**src/hw/sgram_pkg.sv**
```systemverilog
// Shared constants, command codes and types for the graphics DRAM host.
package sgram_pkg;

	localparam int NUM_BANKS = 2;
	localparam int ROW_W     = 9;
	localparam int COL_W     = 8;
	localparam int DATA_W    = 32;
	localparam int MASK_W    = 4;
	localparam int GAP_W     = 3;
	localparam int PIPE_W    = 4;
	localparam int AP_BIT    = 8;

	// Clock rate and refresh interval; the cycle count rounds down.
	localparam int CLK_PERIOD_NS    = 20;
	localparam int REF_INTERVAL_NS  = 15600;
	localparam int REF_INTERVAL_CYC = REF_INTERVAL_NS / CLK_PERIOD_NS;
	localparam int REF_CNT_W        = 10;

	// Minimum command spacings in clock cycles, faster and slower grades.
	localparam logic [GAP_W-1:0] ACT_OTHER_BANK_GAP  = 3'h2;
	localparam logic [GAP_W-1:0] COLUMN_CMD_GAP      = 3'h1;
	localparam logic [GAP_W-1:0] ACT_COL_GAP_FAST    = 3'h3;
	localparam logic [GAP_W-1:0] ACT_COL_GAP_SLOW    = 3'h2;
	localparam logic [GAP_W-1:0] PRE_ACT_GAP_FAST    = 3'h3;
	localparam logic [GAP_W-1:0] PRE_ACT_GAP_SLOW    = 3'h2;
	localparam logic [GAP_W-1:0] ACT_PRE_GAP_FAST    = 3'h4;
	localparam logic [GAP_W-1:0] ACT_PRE_GAP_SLOW    = 3'h3;
	localparam logic [GAP_W-1:0] ACT_ACT_GAP_FAST    = 3'h7;
	localparam logic [GAP_W-1:0] ACT_ACT_GAP_SLOW    = 3'h5;
	localparam logic [GAP_W-1:0] BLK_PRE_GAP_FAST    = 3'h3;
	localparam logic [GAP_W-1:0] BLK_PRE_GAP_SLOW    = 3'h2;
	localparam logic [GAP_W-1:0] BLOCK_WRITE_CYC_GAP = 3'h2;
	localparam logic [GAP_W-1:0] WR_REC_GAP_FAST     = 3'h2;
	localparam logic [GAP_W-1:0] WR_REC_GAP_SLOW     = 3'h1;
	localparam logic [GAP_W-1:0] REG_LOAD_CMD_GAP    = 3'h2;

	// Read latency in clocks per grade.
	localparam logic [1:0] CL_FAST = 2'h3;
	localparam logic [1:0] CL_SLOW = 2'h2;

	// Command codes as {cs_b, ras_b, cas_b, we_b, dsf}.
	localparam logic [4:0] CMD_MODE_LOAD    = 5'h00;
	localparam logic [4:0] CMD_SPECIAL_LOAD = 5'h01;
	localparam logic [4:0] CMD_REFRESH      = 5'h02;
	localparam logic [4:0] CMD_ACTIVATE     = 5'h06;
	localparam logic [4:0] CMD_WRITE        = 5'h08;
	localparam logic [4:0] CMD_BLOCK_WRITE  = 5'h09;
	localparam logic [4:0] CMD_READ         = 5'h0a;
	localparam logic [4:0] CMD_PRECHARGE    = 5'h04;
	localparam logic [4:0] CMD_NOP          = 5'h0e;

	typedef enum logic [2:0] {
		OP_READ         = 3'h0,
		OP_WRITE        = 3'h1,
		OP_BLOCK_WRITE  = 3'h2,
		OP_MODE_LOAD    = 3'h3,
		OP_SPECIAL_LOAD = 3'h4
	} op_e;

	typedef enum logic [2:0] {
		ST_IDLE    = 3'h1,
		ST_BUSY    = 3'h2,
		ST_REFRESH = 3'h4
	} state_e;

endpackage

```
**src/hw/gap_counter.sv**
```systemverilog
// Down counter that keeps the longest outstanding command spacing.
`timescale 1ns/10ps
module gap_counter
	import sgram_pkg::*;
(
	input  wire logic             ref_clk_i,
	input  wire logic             rst_b_i,
	input  wire logic             load_i,
	input  wire logic [GAP_W-1:0] gap_i,
	output logic                  ok_o
);

	logic [GAP_W-1:0] cnt_q;
	logic [GAP_W-1:0] cnt_d;
	logic [GAP_W-1:0] dec;
	logic [GAP_W-1:0] need;

	// A spacing of N issues the next command N edges later, so N-1 loads.
	always_comb begin
		dec   = (cnt_q == '0) ? '0 : cnt_q - 3'h1;
		need  = gap_i - 3'h1;
		cnt_d = (load_i && need > dec) ? need : dec;
	end

	always_ff @(posedge ref_clk_i) begin
		if (!rst_b_i) begin
			cnt_q <= '0;
		end else begin
			cnt_q <= cnt_d;
		end
	end

	assign ok_o = (cnt_q == '0);

endmodule

```
**src/hw/refresh_ticker.sv**
```systemverilog
// Free running divider that requests one refresh per interval.
`timescale 1ns/10ps
module refresh_ticker
	import sgram_pkg::*;
(
	input  wire logic ref_clk_i,
	input  wire logic rst_b_i,
	output logic      tick_o
);

	localparam logic [REF_CNT_W-1:0] LAST = REF_CNT_W'(REF_INTERVAL_CYC - 1);

	logic [REF_CNT_W-1:0] cnt_q;
	logic [REF_CNT_W-1:0] cnt_d;
	logic                 tick_q;
	logic                 tick_d;

	always_comb begin
		tick_d = (cnt_q == LAST);
		cnt_d  = tick_d ? '0 : cnt_q + 10'h001;
	end

	always_ff @(posedge ref_clk_i) begin
		if (!rst_b_i) begin
			cnt_q  <= '0;
			tick_q <= 1'b0;
		end else begin
			cnt_q  <= cnt_d;
			tick_q <= tick_d;
		end
	end

	assign tick_o = tick_q;

endmodule

```
**src/hw/sgram_host_ctrl.sv**
```systemverilog
// Host controller that drives a two-bank graphics DRAM within its spacings.
//
// Overview of operation
// - Two clocks between activates to different banks.
// - Column commands may follow each other every clock.
// - Activate to column waits three, slow two.
// - Precharge to activate waits three, slow two.
// - Activate to precharge waits four, slow three.
// - Same-bank activates, refreshes: seven, slow five.
// - Block write to precharge three, slow two.
// - Block writes at least two clocks apart.
// - Write data to precharge two, slow one.
// - Register load, then two clocks before next.
// - Activate carries bank and nine-bit row.
// - Column carries bank, column; bit 8 autoprecharge.
`timescale 1ns/10ps
module sgram_host_ctrl
	import sgram_pkg::*;
(
	input  wire logic              ref_clk_i,
	input  wire logic              rst_b_i,
	input  wire logic              slow_grade_i,
	input  wire logic              req_valid_i,
	input  wire op_e               req_op_i,
	input  wire logic              req_bank_i,
	input  wire logic [ROW_W-1:0]  req_row_i,
	input  wire logic [COL_W-1:0]  req_col_i,
	input  wire logic              req_auto_pre_i,
	input  wire logic [DATA_W-1:0] req_wdata_i,
	input  wire logic [MASK_W-1:0] req_wmask_i,
	output logic                   req_ready_o,
	output logic                   req_done_o,
	output logic [DATA_W-1:0]      rd_data_o,
	output logic                   rd_valid_o,
	output logic                   cs_b_o,
	output logic                   ras_b_o,
	output logic                   cas_b_o,
	output logic                   we_b_o,
	output logic                   dsf_o,
	output logic                   ba_o,
	output logic [ROW_W-1:0]       addr_o,
	output logic [MASK_W-1:0]      dqm_o,
	output logic [DATA_W-1:0]      dq_o,
	output logic                   dq_oe_o,
	input  wire logic [DATA_W-1:0] dq_i
);

	state_e                       state_q, state_d;
	logic [4:0]                   cmd_q, cmd_d;
	logic                         ba_q, ba_d;
	logic [ROW_W-1:0]             addr_q, addr_d;
	logic [MASK_W-1:0]            dqm_q, dqm_d;
	logic [DATA_W-1:0]            dq_q, dq_d;
	logic                         dq_oe_q, dq_oe_d;
	logic                         ready_q, ready_d;
	logic                         done_q, done_d;
	logic                         ref_pend_q, ref_pend_d;
	logic [NUM_BANKS-1:0]         open_q, open_d;
	logic [ROW_W-1:0]             row_q [NUM_BANKS];
	logic [ROW_W-1:0]             row_d [NUM_BANKS];
	op_e                          op_q, op_d;
	logic                         bank_q, bank_d;
	logic [ROW_W-1:0]             rrow_q, rrow_d;
	logic [COL_W-1:0]             col_q, col_d;
	logic                         ap_q, ap_d;
	logic [DATA_W-1:0]            wdata_q, wdata_d;
	logic [MASK_W-1:0]            wmask_q, wmask_d;
	logic [PIPE_W-1:0]            rd_pipe_q, rd_pipe_d;
	logic [DATA_W-1:0]            rd_data_q, rd_data_d;
	logic                         rd_valid_q, rd_valid_d;
	logic                         ref_tick;
	logic                         want_pre_all;
	logic [NUM_BANKS-1:0]         col_ok, pre_ok, act_ok;
	logic [NUM_BANKS-1:0]         col_ld, pre_ld, act_ld;
	logic [GAP_W-1:0]             col_gap [NUM_BANKS];
	logic [GAP_W-1:0]             pre_gap [NUM_BANKS];
	logic [GAP_W-1:0]             act_gap [NUM_BANKS];
	logic                         rrd_ok, bwc_ok, lrc_ok;
	logic                         rrd_ld, bwc_ld, lrc_ld;
	logic [GAP_W-1:0]             act_to_column_gap;
	logic [GAP_W-1:0]             precharge_to_act_gap;
	logic [GAP_W-1:0]             act_to_precharge_gap;
	logic [GAP_W-1:0]             act_to_act_same_bank_gap;
	logic [GAP_W-1:0]             block_write_to_precharge_gap;
	logic [GAP_W-1:0]             write_recovery_gap;
	logic [1:0]                   cas_latency;

	always_comb begin
		act_to_column_gap  = slow_grade_i ? ACT_COL_GAP_SLOW
		                                  : ACT_COL_GAP_FAST;
		precharge_to_act_gap = slow_grade_i ? PRE_ACT_GAP_SLOW
		                                    : PRE_ACT_GAP_FAST;
		act_to_precharge_gap = slow_grade_i ? ACT_PRE_GAP_SLOW
		                                    : ACT_PRE_GAP_FAST;
		act_to_act_same_bank_gap = slow_grade_i ? ACT_ACT_GAP_SLOW
		                                        : ACT_ACT_GAP_FAST;
		block_write_to_precharge_gap = slow_grade_i ? BLK_PRE_GAP_SLOW
		                                            : BLK_PRE_GAP_FAST;
		write_recovery_gap = slow_grade_i ? WR_REC_GAP_SLOW
		                                  : WR_REC_GAP_FAST;
		cas_latency = slow_grade_i ? CL_SLOW : CL_FAST;
	end

	genvar b;
	generate
		for (b = 0; b < NUM_BANKS; b++) begin : g_bank
			gap_counter u_col (
				.ref_clk_i (ref_clk_i),
				.rst_b_i   (rst_b_i),
				.load_i    (col_ld[b]),
				.gap_i     (col_gap[b]),
				.ok_o      (col_ok[b])
			);
			gap_counter u_pre (
				.ref_clk_i (ref_clk_i),
				.rst_b_i   (rst_b_i),
				.load_i    (pre_ld[b]),
				.gap_i     (pre_gap[b]),
				.ok_o      (pre_ok[b])
			);
			gap_counter u_act (
				.ref_clk_i (ref_clk_i),
				.rst_b_i   (rst_b_i),
				.load_i    (act_ld[b]),
				.gap_i     (act_gap[b]),
				.ok_o      (act_ok[b])
			);
		end
	endgenerate

	gap_counter u_rrd (
		.ref_clk_i (ref_clk_i),
		.rst_b_i   (rst_b_i),
		.load_i    (rrd_ld),
		.gap_i     (ACT_OTHER_BANK_GAP),
		.ok_o      (rrd_ok)
	);
	gap_counter u_bwc (
		.ref_clk_i (ref_clk_i),
		.rst_b_i   (rst_b_i),
		.load_i    (bwc_ld),
		.gap_i     (BLOCK_WRITE_CYC_GAP),
		.ok_o      (bwc_ok)
	);
	gap_counter u_lrc (
		.ref_clk_i (ref_clk_i),
		.rst_b_i   (rst_b_i),
		.load_i    (lrc_ld),
		.gap_i     (REG_LOAD_CMD_GAP),
		.ok_o      (lrc_ok)
	);

	refresh_ticker u_ref (
		.ref_clk_i (ref_clk_i),
		.rst_b_i   (rst_b_i),
		.tick_o    (ref_tick)
	);

	// column command spacing
	// Column spacing is one clock, so back to back column commands need
	// no counter of their own; COLUMN_CMD_GAP documents that figure.
	always_comb begin
		state_d = state_q;
		cmd_d = CMD_NOP;
		ba_d = ba_q;
		addr_d = addr_q;
		dqm_d = '0;
		dq_d = dq_q;
		dq_oe_d = 1'b0;
		done_d = 1'b0;
		ref_pend_d = ref_pend_q;
		open_d = open_q;
		row_d = row_q;
		op_d = op_q;
		bank_d = bank_q;
		rrow_d = rrow_q;
		col_d = col_q;
		ap_d = ap_q;
		wdata_d = wdata_q;
		wmask_d = wmask_q;
		want_pre_all = 1'b0;
		col_ld = '0;
		pre_ld = '0;
		act_ld = '0;
		rrd_ld = 1'b0;
		bwc_ld = 1'b0;
		lrc_ld = 1'b0;
		for (int i = 0; i < NUM_BANKS; i++) begin
			col_gap[i] = act_to_column_gap;
			pre_gap[i] = act_to_precharge_gap;
			act_gap[i] = act_to_act_same_bank_gap;
		end
		rd_pipe_d = {rd_pipe_q[PIPE_W-2:0], 1'b0};
		case (state_q)
			ST_IDLE: begin
				if (req_valid_i && ready_q) begin
					op_d = req_op_i;
					bank_d = req_bank_i;
					rrow_d = req_row_i;
					col_d = req_col_i;
					ap_d = req_auto_pre_i;
					wdata_d = req_wdata_i;
					wmask_d = req_wmask_i;
					state_d = ST_BUSY;
				end else if (ref_pend_q) begin
					state_d = ST_REFRESH;
				end
			end
			ST_BUSY: begin
				if (op_q == OP_MODE_LOAD || op_q == OP_SPECIAL_LOAD) begin
					if (|open_q) begin
						want_pre_all = 1'b1;
					end else if ((&act_ok) && lrc_ok) begin
						cmd_d = (op_q == OP_MODE_LOAD) ? CMD_MODE_LOAD
						                               : CMD_SPECIAL_LOAD;
						ba_d = bank_q;
						addr_d = rrow_q;
						dq_d = wdata_q;
						dq_oe_d = (op_q == OP_SPECIAL_LOAD);
						lrc_ld = 1'b1;
						done_d = 1'b1;
						state_d = ST_IDLE;
					end
				end else if (open_q[bank_q] && row_q[bank_q] == rrow_q) begin
					if (col_ok[bank_q] && lrc_ok &&
					    (op_q != OP_BLOCK_WRITE || bwc_ok) &&
					    (!ap_q || pre_ok[bank_q])) begin
						ba_d = bank_q;
						addr_d = {ap_q, col_q};
						done_d = 1'b1;
						state_d = ST_IDLE;
						if (op_q == OP_READ) begin
							cmd_d = CMD_READ;
							rd_pipe_d[0] = 1'b1;
						end else begin
							cmd_d = (op_q == OP_WRITE) ? CMD_WRITE
							                           : CMD_BLOCK_WRITE;
							dq_d = wdata_q;
							dq_oe_d = 1'b1;
							dqm_d = wmask_q;
							pre_ld[bank_q] = 1'b1;
							pre_gap[bank_q] = (op_q == OP_WRITE) ?
							    write_recovery_gap :
							    block_write_to_precharge_gap;
							bwc_ld = (op_q == OP_BLOCK_WRITE);
						end
						if (ap_q) begin
							// Internal precharge time is unknown, so wait
							// out recovery plus precharge before reopening.
							open_d[bank_q] = 1'b0;
							act_ld[bank_q] = 1'b1;
							act_gap[bank_q] = GAP_W'(pre_gap[bank_q] +
							                         precharge_to_act_gap);
						end
					end
				end else if (open_q[bank_q]) begin
					// single bank precharge on row miss
					if (pre_ok[bank_q] && lrc_ok) begin
						cmd_d = CMD_PRECHARGE;
						ba_d = bank_q;
						addr_d = '0;
						open_d[bank_q] = 1'b0;
						act_ld[bank_q] = 1'b1;
						act_gap[bank_q] = precharge_to_act_gap;
					end
				end else if (act_ok[bank_q] && rrd_ok && lrc_ok) begin
					cmd_d = CMD_ACTIVATE;
					ba_d = bank_q;
					addr_d = rrow_q;
					open_d[bank_q] = 1'b1;
					row_d[bank_q] = rrow_q;
					col_ld[bank_q] = 1'b1;
					pre_ld[bank_q] = 1'b1;
					act_ld[bank_q] = 1'b1;
					rrd_ld = 1'b1;
				end
			end
			ST_REFRESH: begin
				if (|open_q) begin
					want_pre_all = 1'b1;
				end else if ((&act_ok) && lrc_ok) begin
					cmd_d = CMD_REFRESH;
					act_ld = '1;
					ref_pend_d = 1'b0;
					state_d = ST_IDLE;
				end
			end
			default: begin
				state_d = ST_IDLE;
			end
		endcase
		if (want_pre_all && (&pre_ok) && lrc_ok) begin
			cmd_d = CMD_PRECHARGE;
			addr_d = ROW_W'(1) << AP_BIT;
			open_d = '0;
			for (int i = 0; i < NUM_BANKS; i++) begin
				act_ld[i] = 1'b1;
				act_gap[i] = precharge_to_act_gap;
			end
		end
		// A new interval beats a refresh issued in the same cycle.
		if (ref_tick) begin
			ref_pend_d = 1'b1;
		end
		ready_d = (state_d == ST_IDLE) && !ref_pend_d;
		rd_valid_d = rd_pipe_q[cas_latency];
		rd_data_d = rd_valid_d ? dq_i : rd_data_q;
	end

	always_ff @(posedge ref_clk_i) begin
		if (!rst_b_i) begin
			state_q <= ST_IDLE;
			cmd_q <= CMD_NOP;
			ba_q <= 1'b0;
			addr_q <= '0;
			dqm_q <= '0;
			dq_q <= '0;
			dq_oe_q <= 1'b0;
			ready_q <= 1'b0;
			done_q <= 1'b0;
			ref_pend_q <= 1'b0;
			open_q <= '0;
			row_q <= '{default: '0};
			op_q <= OP_READ;
			bank_q <= 1'b0;
			rrow_q <= '0;
			col_q <= '0;
			ap_q <= 1'b0;
			wdata_q <= '0;
			wmask_q <= '0;
			rd_pipe_q <= '0;
			rd_data_q <= '0;
			rd_valid_q <= 1'b0;
		end else begin
			state_q <= state_d;
			cmd_q <= cmd_d;
			ba_q <= ba_d;
			addr_q <= addr_d;
			dqm_q <= dqm_d;
			dq_q <= dq_d;
			dq_oe_q <= dq_oe_d;
			ready_q <= ready_d;
			done_q <= done_d;
			ref_pend_q <= ref_pend_d;
			open_q <= open_d;
			row_q <= row_d;
			op_q <= op_d;
			bank_q <= bank_d;
			rrow_q <= rrow_d;
			col_q <= col_d;
			ap_q <= ap_d;
			wdata_q <= wdata_d;
			wmask_q <= wmask_d;
			rd_pipe_q <= rd_pipe_d;
			rd_data_q <= rd_data_d;
			rd_valid_q <= rd_valid_d;
		end
	end

	assign {cs_b_o, ras_b_o, cas_b_o, we_b_o, dsf_o} = cmd_q;
	assign ba_o = ba_q;
	assign addr_o = addr_q;
	assign dqm_o = dqm_q;
	assign dq_o = dq_q;
	assign dq_oe_o = dq_oe_q;
	assign req_ready_o = ready_q;
	assign req_done_o = done_q;
	assign rd_data_o = rd_data_q;
	assign rd_valid_o = rd_valid_q;

	logic is_act, is_blk, is_load, is_ref, is_pre;
	assign is_act = (cmd_q == CMD_ACTIVATE);
	assign is_blk = (cmd_q == CMD_BLOCK_WRITE);
	assign is_ref = (cmd_q == CMD_REFRESH);
	assign is_pre = (cmd_q == CMD_PRECHARGE);
	assign is_load = (cmd_q == CMD_MODE_LOAD) ||
	                 (cmd_q == CMD_SPECIAL_LOAD);

	generate
		for (b = 0; b < NUM_BANKS; b++) begin : g_chk
			logic act_b, pre_b, pre1_b, col_b, blk_b, wr_b;
			assign act_b = is_act && ba_q == 1'(b);
			assign pre_b = is_pre && (addr_q[AP_BIT] || ba_q == 1'(b));
			assign pre1_b = is_pre && !addr_q[AP_BIT] && ba_q == 1'(b);
			assign col_b = ba_q == 1'(b) && (cmd_q == CMD_READ ||
			               cmd_q == CMD_WRITE || is_blk);
			assign blk_b = is_blk && ba_q == 1'(b);
			assign wr_b = cmd_q == CMD_WRITE && ba_q == 1'(b);

		end
	endgenerate
endmodule

```
**config.mk**
```make
export PLATFORM = sky130hd
export DESIGN_NAME = sgram_host_ctrl
export DESIGN_NICKNAME = d
export VERILOG_FILES = /design/src/hw/sgram_pkg.sv /design/src/hw/gap_counter.sv /design/src/hw/refresh_ticker.sv /design/src/hw/sgram_host_ctrl.sv
export SDC_FILE = /design/constraint.sdc
export NUM_CORES = 1
export LEC_CHECK = 0
export BUFFER_PORTS_ARGS = -buffer_cell sky130_fd_sc_hd__buf_2
export CAP_MARGIN = 20
export CORE_MARGIN = 4
export CORE_UTILIZATION = 36
export DETAILED_ROUTE_END_ITERATION = 8
export PLACE_DENSITY_LB_ADDON = 0.05
export SLEW_MARGIN = 30
export SYNTH_ARGS = -nofsm -noshare
export SYNTH_HDL_FRONTEND = slang
export SYNTH_SLANG_ARGS = --single-unit
```
**constraint.sdc**
```tcl
create_clock -name ref_clk_i -period 12.6 [get_ports ref_clk_i]
set_clock_uncertainty 0.15 [all_clocks]
set_input_delay 0.63 -clock ref_clk_i [delete_from_list [all_inputs] [get_ports ref_clk_i]]
set_output_delay 0.63 -clock ref_clk_i [all_outputs]
set_load 0.005 [all_outputs]
```
==> metrics <==
Worst Hold Path EP=op_q[1]$_SDFFE_PN0P_; crit end category=flop; fraction of registers with async set/reset=0; largest cells by area after synthesis=dfxtp_1 (44%), nand2_1 (11%), a21oi_1 (7.1%); Synth cell types=69; Post-CTS Setup Bufs=0; Slew HR=0.365; WL/cell=15.8 µm; P per Cell Area=135 mW/mm²; worst endpoint required time=12.87 ns; HP Start=req_op_i[1]; routed metal-1 wirelength=12000 µm; worst reg-to-reg path cell count=17; drt drc=0; die footprint=0.0292 mm²; CTS tree=built; pin slew with the least headroom to its limit=0.945 ns; CTS root buffer=clkbuf_16; via/cell ratio=5.00; Congestion Overflow GR=0; HP Class=in2reg; status=finished clean; synthesized area per cell=8.22 µm²; Worst Hold Path Cells=3; num rows=59; DPL Wire Length=18000 µm; RR Endpoint=g_bank[1].u_act.cnt_q[1]$_SDFF_PN0_; RD Place Congestion=0.866; final period utilization=0.402; Post-synth EDFFs=0; final setup vio count=0; Syn. warnings=0; Area Overhead vs Synth=21.2%; post-synthesis sequential area ratio=0.441; # resized after CTS=0; area occupied by registers=0.00420 mm²; wire length on met2=12000 µm; Final Core Density=0.444; antenna-violating nets left=0; Die W=171 µm; clock-pin slew on the worst setup and hold paths=0.06 ns; post-synthesis instance area=0.00954 mm²; initial antenna violation count=4; CP arrival=5.33 ns; Initial DRC Count=346; FF-to-FF Start=bank_q$_SDFFE_PN0P_; clk buf depth=3; Top Ports=181; Worst setup SP type=flop; port bufs=179; Area after DPL=0.0106 mm²; share of the synthesized area in the top cell type=0.441; crit path launch=bank_q$_SDFFE_PN0P_; Peak VDD IR=73.8 µV; n_diodes=0; hold buffers post-CTS=0; Yosys top cell by area=dfxtp_1; synth cell count leaders=nand2_1 (288), dfxtp_1 (210), a21oi_1 (135), nor2_1 (72); layout cells sized above 1=0.195; total power draw=1.57 mW; clock sink total=210; Die H=171 µm; number of global-route vias before repair=8015; cells after synthesis=1161; PnR worst setup slack=7.54 ns; GRT Overall Usage=0.175; total wire length=26200 µm; most used flip-flop cell after synthesis=dfxtp_1; Num CTS Buffers=25; routed wire length on met3=1730 µm; Lkg Pwr=4.69 nW; multi-input logic area=0.00490 mm²; core area=0.0261 mm²; Filler cells=2679; first-pass GRT wire length=42100 µm; setup TNS=0 ns; largest net degree at the start of global routing=91; Setup CP Type=reg2reg; placement-stage worst setup slack=7.65 ns; Clock Latency Late Sink=0.51 ns; H-tree Lvls=1; max-cap viol count=0; crit path time final=5.06 ns; maximum clock rate=198 MHz; Pre-antenna DRT Iters=5; fin nets=1446; Initial Util=0.366; Max Fanout on Critical Path=24; flop and latch count out of synthesis=210; uppermost layer routed=met5; reg-to-reg setup timing slack=7.54 ns; Hold Fails Final Rpt=0; design area=0.0116 mm²; count of final max-slew check failures=0; total number of vias=8322; post-synthesis net count=1297; cell with the most instances after synthesis=nand2_1; RSZ-0062 raised after global routing=false
logic make-up (layout without fill, tap and decap cells):
logic type                 count (synthesis)  count (layout)  share of synthesized area
DFF                                      210             210                      0.441
xor gates and xnor gates                  21              21                     0.0201
AOI/OAI and AO/OA                        215             215                      0.133
and+or+nand+nor                          505             505                      0.239
other                                      1               1                   0.000393
adders and majority gates                 42              42                     0.0551
buffers and inverters                    107             274                     0.0488
muxes                                     60              60                     0.0635
cell usage in the layout, fill, tap and decap left out, types with 13 or more instances in the layout:
cell	instances
inv_1	38
a21oi_1	135
nand3_1	29
o21ai_0	16
nor3_1	19
buf_2	179
and2_1	22
nor2_1	72
mux2i_1	55
nand2_1	288
ha_1	42
a211oi_1	15
xor2_1	13
clkbuf_16	25
dfxtp_1	210
area by class of cell:
class                   instances  area share
flip-flops and latches        210       0.364
clock inverters                13      0.0172
well taps                     335      0.0363
clock buffers                  32      0.0616
repair buffers                190      0.0846
inverters                      39      0.0131
multi-input cells             844       0.424
stage by stage:
stage	instances	hold slack, ns
6_report	1663	0.202
5_1_grt	1663	0.185
4_1_cts	1663	0.183
3_5_place_dp	1618	0.274
3_3_place_gp	1618	0.266
2_1_floorplan	1161	0.262
flip-flops by register name, indices dropped and copies added (netlist names), 8 cells and up, named ones only:
signal,cells
addr_o,9
col_q,8
dq_o,32
rd_data_o,32
row_q,18
rrow_q,9
u_ref.cnt_q,10
wdata_q,32
where the power goes:
| group | total (mW) | internal, mW | switching, mW | leakage, nW |
|---|---|---|---|---|
| Clock | 0.782 | 0.501 | 0.281 | 0.447 |
| Sequential | 0.685 | 0.676 | 0.00950 | 1.70 |
| Combinational | 0.0995 | 0.0362 | 0.0633 | 2.55 |
critical path, cell delays in order (launching register included):
cell and delay [ns]:
dfxtp_1 0.30, buf_4 0.31, mux2i_1 0.26, xor2_1 0.21, nand4bb_1 0.45, nor3_1 0.58
mux2i_1 0.26, a41o_1 0.19, a21oi_1 0.07, ha_1 0.19, or3_1 0.39, nand2_1 0.09
ha_1 0.24, nand3_1 0.08, o21ai_0 0.14, a2111oi_1 0.67, nor3b_1 0.15, a211oi_1 0.24
layer usage:
| metal | vias to the layer above | GRT usage |
|---|---|---|
| met1 | 3866 | 0.237 |
| li1 | 4230 | - |
| met2 | 178 | 0.281 |
| met4 | 8 | 0.0372 |
| met5 | - | 0 |
| met3 | 40 | 0.0485 |
worst max-delay path by stage:
| stage | slack [ns] | depth (start not counted) | to |
|---|---|---|---|
| floorplan | 8.54 | 18 | g_bank[1].u_act.cnt_q[0]$_SDFF_PN0_ |
| global placement | 7.79 | 17 | g_bank[1].u_act.cnt_q[2]$_SDFF_PN0_ |
| detailed placement | 7.65 | 17 | g_bank[1].u_act.cnt_q[2]$_SDFF_PN0_ |
| CTS | 7.62 | 17 | g_bank[1].u_act.cnt_q[2]$_SDFF_PN0_ |
| global route | 7.14 | 17 | g_bank[1].u_act.cnt_q[2]$_SDFF_PN0_ |
| finish | 7.54 | 17 | g_bank[1].u_act.cnt_q[1]$_SDFF_PN0_ |
Power figures use the tool's default switching activity.
